$ cat config.mk
export PLATFORM = sky130hd
export DESIGN_NAME = srb_top
export DESIGN_NICKNAME = d
export VERILOG_FILES = /design/src/hw/srb_pkg.sv /design/src/hw/srb_bank.sv /design/src/hw/srb_top.sv
export VERILOG_INCLUDE_DIRS = /design/src /design/src/hw
export SDC_FILE = /design/constraint.sdc
export NUM_CORES = 2
export LEC_CHECK = 0
export BUFFER_PORTS_ARGS = -buffer_cell sky130_fd_sc_hd__buf_2
export CORE_MARGIN = 5
export CORE_UTILIZATION = 39
export DETAILED_ROUTE_END_ITERATION = 10
export GPL_TIMING_DRIVEN = 1
export HOLD_SLACK_MARGIN = 0.05
export SLEW_MARGIN = 40
export SYNTH_ARGS = -nofsm -noshare
export SYNTH_HDL_FRONTEND = slang
export SYNTH_SLANG_ARGS = --single-unit
$ cat constraint.sdc
create_clock -name MCLK -period 6.6 [get_ports MCLK]
set_input_delay 0.99 -clock MCLK [delete_from_list [all_inputs] [get_ports MCLK]]
set_output_delay 0.99 -clock MCLK [all_outputs]
set_load 0.05 [all_outputs]
$ cat src/hw/srb_map.svh
// Constants for the SDRAM row-activate and read-burst block: register map, fields, pin codes, timing base.
// Assumes it is included by bare name from the design modules and the bench files; the package does not include it.
`ifndef SRB_MAP_SVH
`define SRB_MAP_SVH
// Clock period in ns
`define SRB_CLK_NS 10
// Register byte offsets
`define SRB_REG_CFG 8'h00
`define SRB_REG_STAT 8'h04
`define SRB_REG_VIOL 8'h08
// Configuration fields and reset value (latency 3, burst code 2)
`define SRB_CFG_CL_LSB 0
`define SRB_CFG_BL_LSB 2
`define SRB_CFG_RST 32'h0000_000B
`define SRB_BL_FULL 3'h7
// Address bit that selects auto precharge or all banks
`define SRB_AP_BIT 10
// Command codes on {ras_n, cas_n, we_n}
`define SRB_CMD_ACT 3'h3
`define SRB_CMD_RD 3'h5
`define SRB_CMD_WR 3'h4
`define SRB_CMD_PRE 3'h2
`define SRB_CMD_BST 3'h6
`define SRB_CMD_NOP 3'h7
// Sticky violation bit positions
`define SRB_V_RCD 0
`define SRB_V_ACT 1
`define SRB_V_RRD 2
`define SRB_V_CLOSED 3
`define SRB_V_WRINV 4
`define SRB_VIOL_W 5
// Width of the saturating spacing counters
`define SRB_CNT_W 8
`endif

$ cat src/hw/srb_pkg.sv
// Types shared by the SDRAM row-activate and read-burst block.
// Uses no map header constants; pin and data widths are fixed literals here.
package srb_pkg;
  // Decoded command
  typedef enum logic [2:0] {OP_NOP, OP_ACT, OP_RD, OP_WR, OP_PRE, OP_BST, OP_OTHER} srb_op_t;
  // Command and address pins
  typedef struct packed {
    logic cs_n;
    logic ras_n;
    logic cas_n;
    logic we_n;
    logic [1:0] ba;
    logic [12:0] addr;
  } srb_cmd_t;
  // One read data element in flight
  typedef struct packed {
    logic v;
    logic [15:0] d;
  } srb_elem_t;
endpackage : srb_pkg

$ cat src/hw/srb_bank.sv
// One bank: open row, row address and command spacing checks.
// Assumes decoded one-cycle command strobes from the top module.
`timescale 1ns/100ps
`default_nettype none
`include "srb_map.svh"
module srb_bank #(
  parameter int ACTIVATE_TO_COLUMN_DELAY_CYC = 2,
  parameter int TRC_CYC = 6,
  parameter int TRP_CYC = 2,
  parameter int ROW_W = 2
) (
  input wire logic clk,
  input wire logic rst_n,
  input wire logic act,
  input wire logic pre,
  input wire logic acc,
  input wire logic [ROW_W-1:0] row_in,
  output logic is_open,
  output logic [ROW_W-1:0] row,
  output logic bad_rcd,
  output logic bad_act,
  output logic bad_closed
);
  import srb_pkg::*;
  localparam int CW = `SRB_CNT_W;
  localparam logic [CW-1:0] CMAX = '1;
  localparam logic [CW-1:0] RCD = CW'(ACTIVATE_TO_COLUMN_DELAY_CYC);
  localparam logic [CW-1:0] RC = CW'(TRC_CYC);
  localparam logic [CW-1:0] RP = CW'(TRP_CYC);

  if (ACTIVATE_TO_COLUMN_DELAY_CYC < 1 || TRC_CYC < 1 || TRP_CYC < 1 || TRC_CYC > 255 || ACTIVATE_TO_COLUMN_DELAY_CYC > 255 || TRP_CYC > 255) begin : g_chk
    $error("srb_bank: spacing count out of range");
  end

  logic open_r, open_nxt;
  logic [ROW_W-1:0] row_r, row_nxt;
  logic [CW-1:0] since_act_r, since_act_nxt, since_pre_r, since_pre_nxt;

  // Row open and close, cycles since last activate and precharge
  always_comb begin
    open_nxt = open_r;
    row_nxt = row_r;
    since_act_nxt = (since_act_r == CMAX) ? CMAX : since_act_r + 1'b1;
    since_pre_nxt = (since_pre_r == CMAX) ? CMAX : since_pre_r + 1'b1;
    if (act && !open_r) begin
      open_nxt = 1'b1;
      row_nxt = row_in;
      since_act_nxt = CW'(1);
    end
    if (pre) begin
      open_nxt = 1'b0;
      since_pre_nxt = CW'(1);
    end
  end

  always_ff @(posedge clk or negedge rst_n) begin
    if (!rst_n) begin
      open_r <= 1'b0;
      row_r <= '0;
      since_act_r <= '1;
      since_pre_r <= '1;
    end else begin
      open_r <= open_nxt;
      row_r <= row_nxt;
      since_act_r <= since_act_nxt;
      since_pre_r <= since_pre_nxt;
    end
  end

  // Spacing and row-state violations seen by this bank
  assign bad_rcd = acc && open_r && (since_act_r < RCD);
  assign bad_closed = acc && !open_r;
  assign bad_act = act && (open_r || since_act_r < RC || since_pre_r < RP);
  assign is_open = open_r;
  assign row = row_r;
endmodule : srb_bank
`default_nettype wire

$ cat src/hw/srb_top.sv
// SDRAM device core: row activation, read bursts and their truncation, APB status and config.
// Assumes command, mask and data pins are synchronous to MCLK; the bench resolves DQ from DQ_O and DQ_OE.
// Functional notes
// - Other banks may be activated meanwhile, separated by the bank-to-bank gap.
// - Read with auto precharge closes the row when the burst completes.
// - First data appears cas_latency after READ, then one element per cycle.
// - Data pins go high-impedance when a burst completes with no new command.
// - Full-page bursts run on, wrapping to the start column at page end.
// - A new READ continues data without gap, issued cas_latency minus one early.
// - READ is accepted every cycle, to any open bank.
// - WRITE may cut a read burst right after the last wanted element.
// - After a cutting WRITE pins stay high-impedance if mask was high before.
// - PRECHARGE may cut a fixed burst, issued cas_latency minus one early.
// - BURST TERMINATE ends a burst, issued cas_latency minus one early.
// - A mask bit registered high blanks its byte two clocks later.
// - The auto precharge bit decides whether the row stays open after fixed-length READs; WRITE and full-page READs ignore it.
//
// Implementation choices: the register offsets and the APB register port.
`timescale 1ns/100ps
`default_nettype none
`include "srb_map.svh"
module srb_top #(
  parameter int ACTIVATE_TO_COLUMN_DELAY_NS = 20,
  parameter int TRC_NS = 60,
  parameter int BANK_TO_BANK_ACTIVATE_GAP_NS = 20,
  parameter int TRP_NS = 20,
  parameter int COL_W = 4,
  parameter int ROW_W = 2
) (
  input wire logic MCLK,
  input wire logic RESETN,
  input wire srb_pkg::srb_cmd_t CMD,
  input wire logic [1:0] DQM,
  input wire logic [15:0] DQ_I,
  output logic [15:0] DQ_O,
  output logic [1:0] DQ_OE,
  input wire logic PSEL,
  input wire logic PENABLE,
  input wire logic PWRITE,
  input wire logic [7:0] PADDR,
  input wire logic [31:0] PWDATA,
  output logic [31:0] PRDATA,
  output logic PREADY,
  output logic PSLVERR
);
  import srb_pkg::*;
  localparam int ACTIVATE_TO_COLUMN_DELAY_CYC = (ACTIVATE_TO_COLUMN_DELAY_NS + `SRB_CLK_NS - 1) / `SRB_CLK_NS;
  localparam int TRC_CYC = (TRC_NS + `SRB_CLK_NS - 1) / `SRB_CLK_NS;
  localparam int BANK_TO_BANK_ACTIVATE_GAP_CYC = (BANK_TO_BANK_ACTIVATE_GAP_NS + `SRB_CLK_NS - 1) / `SRB_CLK_NS;
  localparam int TRP_CYC = (TRP_NS + `SRB_CLK_NS - 1) / `SRB_CLK_NS;
  localparam int AW = 2 + ROW_W + COL_W;
  localparam int CW = `SRB_CNT_W;

  if (COL_W < 3 || COL_W > 9 || ROW_W < 1 || ROW_W > 4 || ACTIVATE_TO_COLUMN_DELAY_NS < 1 || TRC_NS < 1 || BANK_TO_BANK_ACTIVATE_GAP_NS < 1
      || TRP_NS < 1 || BANK_TO_BANK_ACTIVATE_GAP_CYC > 255) begin : g_chk
    $error("srb_top: parameter out of range");
  end

  // Reset release through two flip-flops
  logic rst_meta_r, rst_n;
  always_ff @(posedge MCLK or negedge RESETN) begin
    if (!RESETN) begin
      rst_meta_r <= 1'b0;
      rst_n <= 1'b0;
    end else begin
      rst_meta_r <= 1'b1;
      rst_n <= rst_meta_r;
    end
  end

  // Command decode; refresh and mode loads fall to OP_OTHER
  srb_op_t op;
  always_comb begin
    op = OP_NOP;
    if (!CMD.cs_n) begin
      unique case ({CMD.ras_n, CMD.cas_n, CMD.we_n})
        `SRB_CMD_ACT: op = OP_ACT;
        `SRB_CMD_RD: op = OP_RD;
        `SRB_CMD_WR: op = OP_WR;
        `SRB_CMD_PRE: op = OP_PRE;
        `SRB_CMD_BST: op = OP_BST;
        `SRB_CMD_NOP: op = OP_NOP;
        default: op = OP_OTHER;
      endcase
    end
  end

  logic [1:0] cl_r, cl_nxt;
  logic [2:0] bl_r, bl_nxt;
  logic gen_v_r, gen_v_nxt, full_r, full_nxt, ap_r, ap_nxt, apre;
  logic [1:0] gen_bank_r, gen_bank_nxt;
  logic [ROW_W-1:0] gen_row_r, gen_row_nxt;
  logic [COL_W-1:0] gen_col_r, gen_col_nxt, start_col_r, start_col_nxt, left_r, left_nxt, mask;
  logic [3:0] bank_open, bad_rcd, bad_act, bad_closed;
  logic [ROW_W-1:0] bank_row [4];
  logic rd_ok, stop_now;

  // Four banks, each with its own row and spacing state
  for (genvar b = 0; b < 4; b++) begin : g_bank
    srb_bank #(.ACTIVATE_TO_COLUMN_DELAY_CYC(ACTIVATE_TO_COLUMN_DELAY_CYC), .TRC_CYC(TRC_CYC), .TRP_CYC(TRP_CYC), .ROW_W(ROW_W)) u_bank (
      .clk(MCLK),
      .rst_n(rst_n),
      .act(op == OP_ACT && CMD.ba == 2'(b)),
      .pre((op == OP_PRE && (CMD.addr[`SRB_AP_BIT] || CMD.ba == 2'(b))) || (apre && gen_bank_r == 2'(b))),
      .acc((op == OP_RD || op == OP_WR) && CMD.ba == 2'(b)),
      .row_in(CMD.addr[ROW_W-1:0]),
      .is_open(bank_open[b]),
      .row(bank_row[b]),
      .bad_rcd(bad_rcd[b]),
      .bad_act(bad_act[b]),
      .bad_closed(bad_closed[b])
    );
  end

  // Bank-to-bank activate gap across all banks
  logic [1:0] last_act_bank_r;
  logic [CW-1:0] since_any_r, since_any_nxt;
  logic bad_rrd;
  assign bad_rrd = op == OP_ACT && CMD.ba != last_act_bank_r && since_any_r < CW'(BANK_TO_BANK_ACTIVATE_GAP_CYC);
  always_comb begin
    since_any_nxt = (since_any_r == '1) ? since_any_r : since_any_r + 1'b1;
    if (op == OP_ACT) since_any_nxt = CW'(1);
  end
  always_ff @(posedge MCLK or negedge rst_n) begin
    if (!rst_n) begin
      since_any_r <= '1;
      last_act_bank_r <= 2'h0;
    end else begin
      since_any_r <= since_any_nxt;
      last_act_bank_r <= (op == OP_ACT) ? CMD.ba : last_act_bank_r;
    end
  end

  // Burst generator: one column address per cycle
  assign mask = (bl_r == `SRB_BL_FULL) ? '1 : COL_W'((1 << bl_r) - 1);
  assign rd_ok = op == OP_RD && bank_open[CMD.ba];
  assign stop_now = op == OP_WR || op == OP_BST
                    || (op == OP_PRE && (CMD.addr[`SRB_AP_BIT] || CMD.ba == gen_bank_r));
  always_comb begin
    gen_v_nxt = gen_v_r;
    gen_bank_nxt = gen_bank_r;
    gen_row_nxt = gen_row_r;
    gen_col_nxt = gen_col_r;
    start_col_nxt = start_col_r;
    left_nxt = left_r;
    full_nxt = full_r;
    ap_nxt = ap_r;
    apre = 1'b0;
    if (rd_ok) begin
      gen_v_nxt = 1'b1;
      gen_bank_nxt = CMD.ba;
      gen_row_nxt = bank_row[CMD.ba];
      gen_col_nxt = CMD.addr[COL_W-1:0];
      start_col_nxt = CMD.addr[COL_W-1:0];
      left_nxt = mask;
      full_nxt = bl_r == `SRB_BL_FULL;
      ap_nxt = CMD.addr[`SRB_AP_BIT] && bl_r != `SRB_BL_FULL;
    end else if (gen_v_r) begin
      if (stop_now) begin
        gen_v_nxt = 1'b0;
      end else if (!full_r && left_r == '0) begin
        gen_v_nxt = 1'b0;
        apre = ap_r;
      end else if (full_r) begin
        gen_col_nxt = (gen_col_r == '1) ? start_col_r : gen_col_r + 1'b1;
      end else begin
        left_nxt = left_r - 1'b1;
        gen_col_nxt = (gen_col_r & ~mask) | ((gen_col_r + 1'b1) & mask);
      end
    end
  end
  always_ff @(posedge MCLK or negedge rst_n) begin
    if (!rst_n) begin
      gen_v_r <= 1'b0;
      gen_bank_r <= 2'h0;
      gen_row_r <= '0;
      gen_col_r <= '0;
      start_col_r <= '0;
      left_r <= '0;
      full_r <= 1'b0;
      ap_r <= 1'b0;
    end else begin
      gen_v_r <= gen_v_nxt;
      gen_bank_r <= gen_bank_nxt;
      gen_row_r <= gen_row_nxt;
      gen_col_r <= gen_col_nxt;
      start_col_r <= start_col_nxt;
      left_r <= left_nxt;
      full_r <= full_nxt;
      ap_r <= ap_nxt;
    end
  end

  // Storage array; a write stores only the element given with the command
  logic [15:0] mem [1 << AW];
  logic [15:0] rdata, wmerge;
  logic [AW-1:0] waddr;
  logic wr_now, rd_busy, wr_bad;
  srb_elem_t mid_r, mid_nxt, src;
  logic [1:0] dqm_d1_r, oe_nxt;
  assign rdata = mem[{gen_bank_r, gen_row_r, gen_col_r}];
  assign waddr = {CMD.ba, bank_row[CMD.ba], CMD.addr[COL_W-1:0]};
  assign wr_now = op == OP_WR;
  assign rd_busy = gen_v_r || mid_r.v || (|DQ_OE);
  assign wr_bad = wr_now && rd_busy && dqm_d1_r != 2'b11;
  always_ff @(posedge MCLK) begin
    if (wr_now && bank_open[CMD.ba] && !wr_bad) mem[waddr] <= wmerge;
  end

  // Output pipeline: latency stage, mask delay and per-byte drive
  assign src = (cl_r == 2'd2) ? srb_elem_t'{v: gen_v_r, d: rdata} : mid_r;
  for (genvar b = 0; b < 2; b++) begin : g_byte
    assign oe_nxt[b] = src.v && !dqm_d1_r[b] && !wr_now;
    assign wmerge[b*8 +: 8] = DQM[b] ? mem[waddr][b*8 +: 8] : DQ_I[b*8 +: 8];
  end
  always_comb begin
    mid_nxt.v = gen_v_r && !wr_now;
    mid_nxt.d = rdata;
  end
  always_ff @(posedge MCLK or negedge rst_n) begin
    if (!rst_n) begin
      mid_r <= '0;
      dqm_d1_r <= 2'b00;
      DQ_O <= 16'h0000;
      DQ_OE <= 2'b00;
    end else begin
      mid_r <= mid_nxt;
      dqm_d1_r <= DQM;
      DQ_O <= src.d;
      DQ_OE <= oe_nxt;
    end
  end

  // APB slave: one wait-free access phase, sticky violations with set over clear
  logic [`SRB_VIOL_W-1:0] viol_r, viol_nxt, viol_set;
  logic [31:0] prdata_nxt;
  logic setup, acc_wr, known;
  assign setup = PSEL && !PENABLE;
  assign acc_wr = PSEL && PENABLE && PREADY && PWRITE;
  assign known = PADDR == `SRB_REG_CFG || PADDR == `SRB_REG_STAT || PADDR == `SRB_REG_VIOL;
  assign viol_set = {wr_bad, |bad_closed, bad_rrd, |bad_act, |bad_rcd};
  always_comb begin
    cl_nxt = cl_r;
    bl_nxt = bl_r;
    viol_nxt = viol_r;
    prdata_nxt = 32'h0000_0000;
    if (setup) begin
      unique case (PADDR)
        `SRB_REG_CFG: prdata_nxt = {27'h0, bl_r, cl_r};
        `SRB_REG_STAT: prdata_nxt = {26'h0, |DQ_OE, gen_v_r, bank_open};
        `SRB_REG_VIOL: prdata_nxt = {27'h0, viol_r};
        default: prdata_nxt = 32'h0000_0000;
      endcase
    end
    if (acc_wr && PADDR == `SRB_REG_CFG) begin
      if (PWDATA[`SRB_CFG_CL_LSB + 1]) cl_nxt = PWDATA[`SRB_CFG_CL_LSB +: 2];
      if (!PWDATA[`SRB_CFG_BL_LSB + 2] || PWDATA[`SRB_CFG_BL_LSB +: 3] == `SRB_BL_FULL)
        bl_nxt = PWDATA[`SRB_CFG_BL_LSB +: 3];
    end
    if (acc_wr && PADDR == `SRB_REG_VIOL) viol_nxt = viol_r & ~PWDATA[`SRB_VIOL_W-1:0];
    viol_nxt = viol_nxt | viol_set;
  end
  always_ff @(posedge MCLK or negedge rst_n) begin
    if (!rst_n) begin
      cl_r <= 2'(`SRB_CFG_RST >> `SRB_CFG_CL_LSB);
      bl_r <= 3'(`SRB_CFG_RST >> `SRB_CFG_BL_LSB);
      viol_r <= '0;
      PRDATA <= 32'h0000_0000;
      PREADY <= 1'b0;
      PSLVERR <= 1'b0;
    end else begin
      cl_r <= cl_nxt;
      bl_r <= bl_nxt;
      viol_r <= viol_nxt;
      PRDATA <= prdata_nxt;
      PREADY <= setup;
      PSLVERR <= setup && !known;
    end
  end

  // Checks on the read path
  chk_wr_hiz: assert property (@(posedge MCLK) disable iff (!rst_n) op == OP_WR |=> DQ_OE == 2'b00)
    else $error("data pins driven after write");
  chk_dqm_lat: assert property (@(posedge MCLK) disable iff (!rst_n) DQM[0] |-> ##2 !DQ_OE[0])
    else $error("masked byte driven two clocks later");
  chk_cl2_first: assert property (@(posedge MCLK) disable iff (!rst_n)
    (rd_ok && cl_r == 2'd2 && DQM == 2'b00) ##1 (op != OP_WR) |-> ##1 DQ_OE == 2'b11)
    else $error("first element missing at latency two");
  chk_cl3_first: assert property (@(posedge MCLK) disable iff (!rst_n)
    (rd_ok && cl_r == 2'd3 && !gen_v_r && !mid_r.v) ##1 (op != OP_WR && DQM == 2'b00) ##1 (op != OP_WR)
    |-> !DQ_OE[0] ##1 DQ_OE == 2'b11)
    else $error("first element wrong at latency three");
  chk_burst_two: assert property (@(posedge MCLK) disable iff (!rst_n)
    (rd_ok && bl_r == 3'h1) ##1 (op == OP_NOP) ##1 (op == OP_NOP) |-> gen_v_r ##1 !gen_v_r)
    else $error("burst of two has wrong length");
  chk_auto_pre: assert property (@(posedge MCLK) disable iff (!rst_n)
    (rd_ok && bl_r == 3'h0 && CMD.addr[`SRB_AP_BIT]) ##1 (op == OP_NOP) |-> ##1 !bank_open[$past(CMD.ba, 2)])
    else $error("auto precharge did not close the row");
  chk_keep_open: assert property (@(posedge MCLK) disable iff (!rst_n)
    (rd_ok && bl_r == 3'h0 && !CMD.addr[`SRB_AP_BIT]) ##1 (op == OP_NOP) |-> ##1 bank_open[$past(CMD.ba, 2)])
    else $error("row closed without auto precharge");
  chk_gapless: assert property (@(posedge MCLK) disable iff (!rst_n) rd_ok |=> gen_v_r)
    else $error("read not accepted");
  chk_stop_cmd: assert property (@(posedge MCLK) disable iff (!rst_n)
    gen_v_r && (op == OP_BST || (op == OP_PRE && CMD.ba == gen_bank_r)) |=> !gen_v_r)
    else $error("burst not stopped");
  chk_hiz_idle: assert property (@(posedge MCLK) disable iff (!rst_n)
    !gen_v_r && !mid_r.v |=> DQ_OE == 2'b00)
    else $error("pins driven with no burst");
  chk_page_wrap: assert property (@(posedge MCLK) disable iff (!rst_n)
    gen_v_r && full_r && gen_col_r == '1 && op == OP_NOP |=> gen_v_r && gen_col_r == $past(start_col_r))
    else $error("full page did not wrap");
endmodule : srb_top
`default_nettype wire

# Word-level counts from Yosys, hierarchy flattened

Memories as Yosys holds them, arrays and structs flattened.
Index checks and enable logic that the tools add are counted.

Order comparisons: 15
Add/sub/neg operators: 12
Shift operators: 1
Equal/unequal tests: 41
Mux-type cells: 61
Reductions and logical operators: 114
Bitwise operators: 8

Operator list:

| kind                                                                          | number |
|---|---|
| 8-bit 2-to-1 mux                                                              | 20 |
| 8-bit by 1-bit adder with 8-bit output (second input constant)                | 9 |
| 8-bit == test (second input constant)                                         | 9 |
| 8-bit by 2-bit less-than comparator with 1-bit output (second input constant) | 9 |
| 1-bit logical AND                                                             | 58 |
| 4-bit 2-to-1 mux                                                              | 12 |
| 8-bit by 3-bit less-than comparator with 1-bit output (second input constant) | 4 |
| 32-bit 2-to-1 mux                                                             | 1 |
| 1-bit logical OR                                                              | 25 |
| 3-bit == test (second input constant)                                         | 8 |
| 1-bit 2-to-1 mux                                                              | 19 |
| 3-bit case mux with 6 select lines                                            | 1 |
| 6-bit case mux with 3 select lines                                            | 1 |
| 17-bit 2-to-1 mux                                                             | 1 |
| 3-bit by 2-bit == test with 1-bit output (second input constant)              | 4 |
| 1-bit logical NOT                                                             | 12 |
| 4-bit OR reduction                                                            | 3 |
| 2-bit nonzero test                                                            | 5 |
| 4-bit bitwise AND                                                             | 2 |
| 2-bit == test (second input constant)                                         | 4 |
| 8-bit by 3-bit == test with 1-bit output (second input constant)              | 1 |
| 8-bit by 4-bit == test with 1-bit output (second input constant)              | 1 |
| 8-bit logical NOT                                                             | 1 |
| 2-bit != test (second input constant)                                         | 4 |
| other kinds (31)                                                              | 38 |

Output and inout port bits: 52
Bits in writable memories: 4,096
Bits in registers: 187
Memories: 1
Logic and storage cells: 292
Input bits: 82

Memory list:

| name | depth | bits a word | rd ports | clocked after memory_dff | wr ports | RTL line       | RTL |
|---|---|---|---|---|---|---|---|
| mem  | 256   | 16          | 1        | 0                        | 1        | srb_top.sv:195 | `logic [15:0] mem [1 << AW];` |

# Logic depth before layout (Yosys ltp)

Word-level depth: 12
Depth in mapped cells: 12

# By module

From an unflattened synthesis, not the netlist that was laid out.

Cell total of the unflattened synthesis: 8,472
Area, all modules: 167,290.4 um^2

Modules (own cells, without submodules):

| module                          | seq. area each (um^2) | area an instance (um^2) | instances | cells an instance |
|---|---|---|---|---|
| srb_top                         | 125,137.5             | 163,431.7               | 1         | 8,089 |
| srb_bank (g_bank[0].u_bank ...) | 495.5                 | 968.4                   | 3         | 95 |
| srb_bank (g_bank[3].u_bank)     | 495.5                 | 953.4                   | 1         | 98 |

# Worst setup path before layout

OpenSTA, ideal clock, no wires.

Path type: input -> register
Start: input port CMD[13] (netlist name)
End: memory mem[195][0], enable pin
Required time: 6.230 ns
Stages: 6
Arrival: 3.090 ns
Setup slack: 3.140 ns
Path through: clkbuf_1 > mux4_2 > nor2_1 > nand3_1 > clkbuf_1 > nor2_1

Word-level cells in the longest chain between the ends: 7

Ends and longest elaborated chain:

| what                                      | RTL line       | RTL |
|---|---|---|
| start: declaration                        | srb_top.sv:32  | `input wire srb_pkg::srb_cmd_t CMD,` |
| 1-bit binary-select mux with 2-bit select | srb_top.sv:207 | `if (wr_now && bank_open[CMD.ba] && !wr_bad) mem[waddr] <= wmerge;` |
| 1-bit 2-to-1 mux (not written as such)    | srb_top.sv:207 |  |
| 1-bit logical AND (2 in a row)            | srb_top.sv:207 |  |
| 1-bit 2-to-1 mux                          | srb_top.sv:207 |  |
| 1-bit 2-to-1 mux (not written as such)    | srb_top.sv:207 |  |
| 2-bit AND reduction (no line)             | --             |  |
| end: declaration                          | srb_top.sv:195 |  |

Several ways; a longest one is shown, not always the timed one. The select of a mux whose other input is x is not followed.

# Final worst setup path

Start: register gen_v_r
End: memory mem[209][13], enable pin

Word-level cells in the longest chain between the ends: 9

Ends and longest elaborated chain:

| what                                   | RTL line       | RTL |
|---|---|---|
| start: declaration                     | srb_top.sv:90  | `logic gen_v_r, gen_v_nxt, full_r, full_nxt, ap_r, ap_nxt, apre;` |
| start signal: assignment               | srb_top.sv:183 | `gen_v_r <= gen_v_nxt;` |
| 1-bit logical OR (2 in a row)          | srb_top.sv:204 | `assign rd_busy = gen_v_r \|\| mid_r.v \|\| (\|DQ_OE);` |
| 1-bit logical AND (2 in a row)         | srb_top.sv:205 | `assign wr_bad = wr_now && rd_busy && dqm_d1_r != 2'b11;` |
| 1-bit logical NOT                      | srb_top.sv:207 |  |
| 1-bit logical AND                      | srb_top.sv:207 |  |
| 1-bit 2-to-1 mux                       | srb_top.sv:207 |  |
| 1-bit 2-to-1 mux (not written as such) | srb_top.sv:207 |  |
| 2-bit AND reduction (no line)          | --             |  |

No other way between the ends.

==> results.json <==
{
  "yosysWarnings": 0,
  "p_leak_uw": 0.0585,
  "area_delta_synth_final_pct": 12.3,
  "synth_cell_types": 79,
  "end_kind": "flop",
  "fillCellCount": 36100,
  "start_util_pct": 39.2,
  "h-tree-depth": 5,
  "dp_worst_setup_slack_ns": 1.15,
  "cp.arrival_ns": 5.50,
  "fin_crit_ns": 4.92,
  "period_share_pct": 74.6,
  "portBuffers": 72,
  "maxCapViolations": 0,
  "syn_avg_cell_area_um2": 19.8,
  "synth-seq-cells": 4257,
  "gp_congestion": 0.843,
  "final_net_count": 8758,
  "hold_viol": 0,
  "relSlewSlack_pct": 38.8,
  "cts_tree": "done",
  "cts_root_buf": "clkbuf_16",
  "fin_worst_skew_ns": 0.0359,
  "wirelength_mm": 445,
  "grt_antenna_before_repair": 34,
  "yosysTopAreaCell": "edfxtp_1",
  "crit_top_cell": "nand3_1",
  "drive_gt1_share_pct": 22.0,
  "syn_area_um2": 168000,
  "die_x_um": 666,
  "crit_slowest_cell": "nand3_2",
  "multi_input_area_um2": 37500,
  "routed_via_density": 5.75,
  "dpl-instance-area_um2": 174000,
  "max_stage_delay_ns": 0.84,
  "grt_pass1_vias": 84800,
  "dr_total_vias": 84500,
  "critPathRequiredTime_ns": 7.18,
  "netlist_instances": 8452,
  "drt_pass1_iterations": 6,
  "grt_setup_unrepaired": "false",
  "slew_violations": 0,
  "core_area_um2": 428000,
  "wl_per_cell_um": 30.3,
  "synth.most_common_cell": "edfxtp_1",
  "path_delay_family": "simple AND/OR/NAND/NOR gates",
  "crit_path_max_fanout": 11,
  "numCtsBuffers": 414,
  "final_antenna_net_count": 0,
  "synthTopCellsByCount": "4096 x edfxtp_1, 758 x mux4_2, 684 x mux2i_1, 605 x nor2_1, 282 x nand2_1",
  "synthArstFlopShare_pct": 3.78,
  "final-seq-area_um2": 127000,
  "outcome": "complete, no violations",
  "synthDominantCellAreaShare_pct": 73.4,
  "hpwl_mm": 268,
  "cts.sinks": 4257,
  "die_area_um2": 443000,
  "drcViolationCount": 0,
  "path_class": "reg2reg",
  "track_usage_pct": 19.6,
  "grt_start_max_net_pins": 183,
  "power_density_nw_per_um2": 378,
  "postLayoutCoreUtil_pct": 44.0,
  "drt_iter0_drc": 10300,
  "ios": 134,
  "rows": 240,
  "clock.fmax_mhz": 203,
  "fin_ws_ns": 1.68,
  "path_clk_slew_ns": 0.07,
  "peakVddDrop_v": 0.000310,
  "synth_top_cells_by_area": "edfxtp_1 73%, mux4_2 10%, mux2i_1 4.1%",
  "worstSetupStartpointType": "flop",
  "cts_max_path_buffers": 4,
  "design_area_um2": 188000,
  "setup_viol": 0,
  "synth-main-ff-cell": "edfxtp_1",
  "holdWs_ns": 0.274,
  "gr-total-overflow": 0,
  "die_h_um": 666,
  "path_cells": "or4_1 > nand3_1 > nand3_1 > nor2_2 > nand3_2 > buf_4 > nor2_1",
  "grt_pass1_wl_mm": 631,
  "tightest_slew_ns": 0.918,
  "final.setup.tns_ns": 0,
  "hold_class": "in2reg",
  "synth_edf_count": 4096,
  "timing.critical_path.buf_inv": 1,
  "clk_latency_ns": 0.96,
  "synth_seq_area_share_pct": 75.8
}
[worst reg2reg max path, cell delays in order, from the launching register on]
cell and delay, ns:
dfrtp_1 0.47, or4_1 0.56, nand3_1 0.12, nand3_1 0.61, nor2_2 0.78, nand3_2 0.84, buf_4 0.53, nor2_1 0.63
[per-layer routing]
metal	GRT usage (%)	part of all wire [%]	routed length, um
met5	0	0.026	115
met4	6.17	3.4	15000
met3	4.34	9.9	43800
met2	30.3	46	205000
met1	27.9	41	181000
[kinds of logic after synthesis]
logic type / Yosys count / synth area share (%)
buffers and inverters: 551 / 2.10
AO/OA/AOI/OAI: 879 / 3.60
other: 2 / 0.00448
flip-flops: 4257 / 75.8
multiplexers: 1565 / 15.3
AND/OR/NAND/NOR: 1154 / 2.95
XOR/XNOR: 32 / 0.167
adder cells (fa/ha/maj): 12 / 0.0896
[final timing paths]
| check | slack [ns] | to | start | cells after the start |
|---|---|---|---|---|
| min reg2reg | 0.35 | rst_n | rst_meta_r | 0 |
| min | 0.27 | PRDATA[5] | PADDR[3] | 2 |
| max | 1.68 | mem[209][13] | gen_v_r | 7 |
| max in group asynchronous | 4.90 | asynchronous set/reset pin | rst_n | 1 |
| min in group asynchronous | 0.33 | rst_n | RESETN | 2 |
| max reg2reg | 1.68 | mem[209][13] | gen_v_r | 7 |
[cell usage in the layout, fill, tap and decap left out, types with 41 or more instances in the layout]
| master | n |
|---|---|
| a21oi_1 | 189 |
| a221oi_1 | 102 |
| a22oi_1 | 247 |
| a31oi_1 | 67 |
| buf_12 | 43 |
| buf_2 | 56 |
| buf_4 | 155 |
| clkbuf_1 | 80 |
| clkbuf_16 | 421 |
| clkinv_1 | 79 |
| clkinv_2 | 81 |
| dfrtp_1 | 81 |
| dfstp_2 | 74 |
| edfxtp_1 | 4096 |
| mux2_2 | 105 |
| mux2i_1 | 684 |
| mux4_2 | 758 |
| nand2_1 | 271 |
| nand3_1 | 68 |
| nor2_1 | 555 |
| nor2_2 | 47 |
| nor3_1 | 41 |
| o21ai_0 | 107 |
[power breakdown]
part	internal, uW	switching, uW
clock network	13200	10000
logic	6760	10300
registers	30200	680
total	50200	21000
[through the flow]
step                std cells  total power [uW]
global route            14700             73600
floorplan                8477             42600
detailed placement      13900             48500
global placement        13900             48200
CTS                     14700             71500
finish                  14700             71200
[final cells by class]
type / count / share of cell area (%)
antenna: 14 / 0.0186
inverter: 25 / 0.0525
multi-input combinational: 3669 / 19.9
sequential: 4257 / 67.6
clock buffer: 509 / 5.82
clock inverter: 238 / 1.19
tap: 5687 / 3.78
timing repair buffer: 297 / 1.65
[sequential cells by signal, indices dropped and copies added, names as in the netlist, 5 cells and up, named ones only]
register and count:
DQ_O 16, PRDATA 6, g_bank.u_bank.row 8, g_bank.u_bank.since_act_r 32, g_bank.u_bank.since_pre_r 32, mem 4096
mid_r 17, since_any_r 8, viol_r 5
[repair_timing]
item	in CTS	in global routing
gates resized for setup	0	0
hold buffers	1	0
hold endpoints to repair	2	0
buffers inserted	0	0
Power figures use the tool's default switching activity.
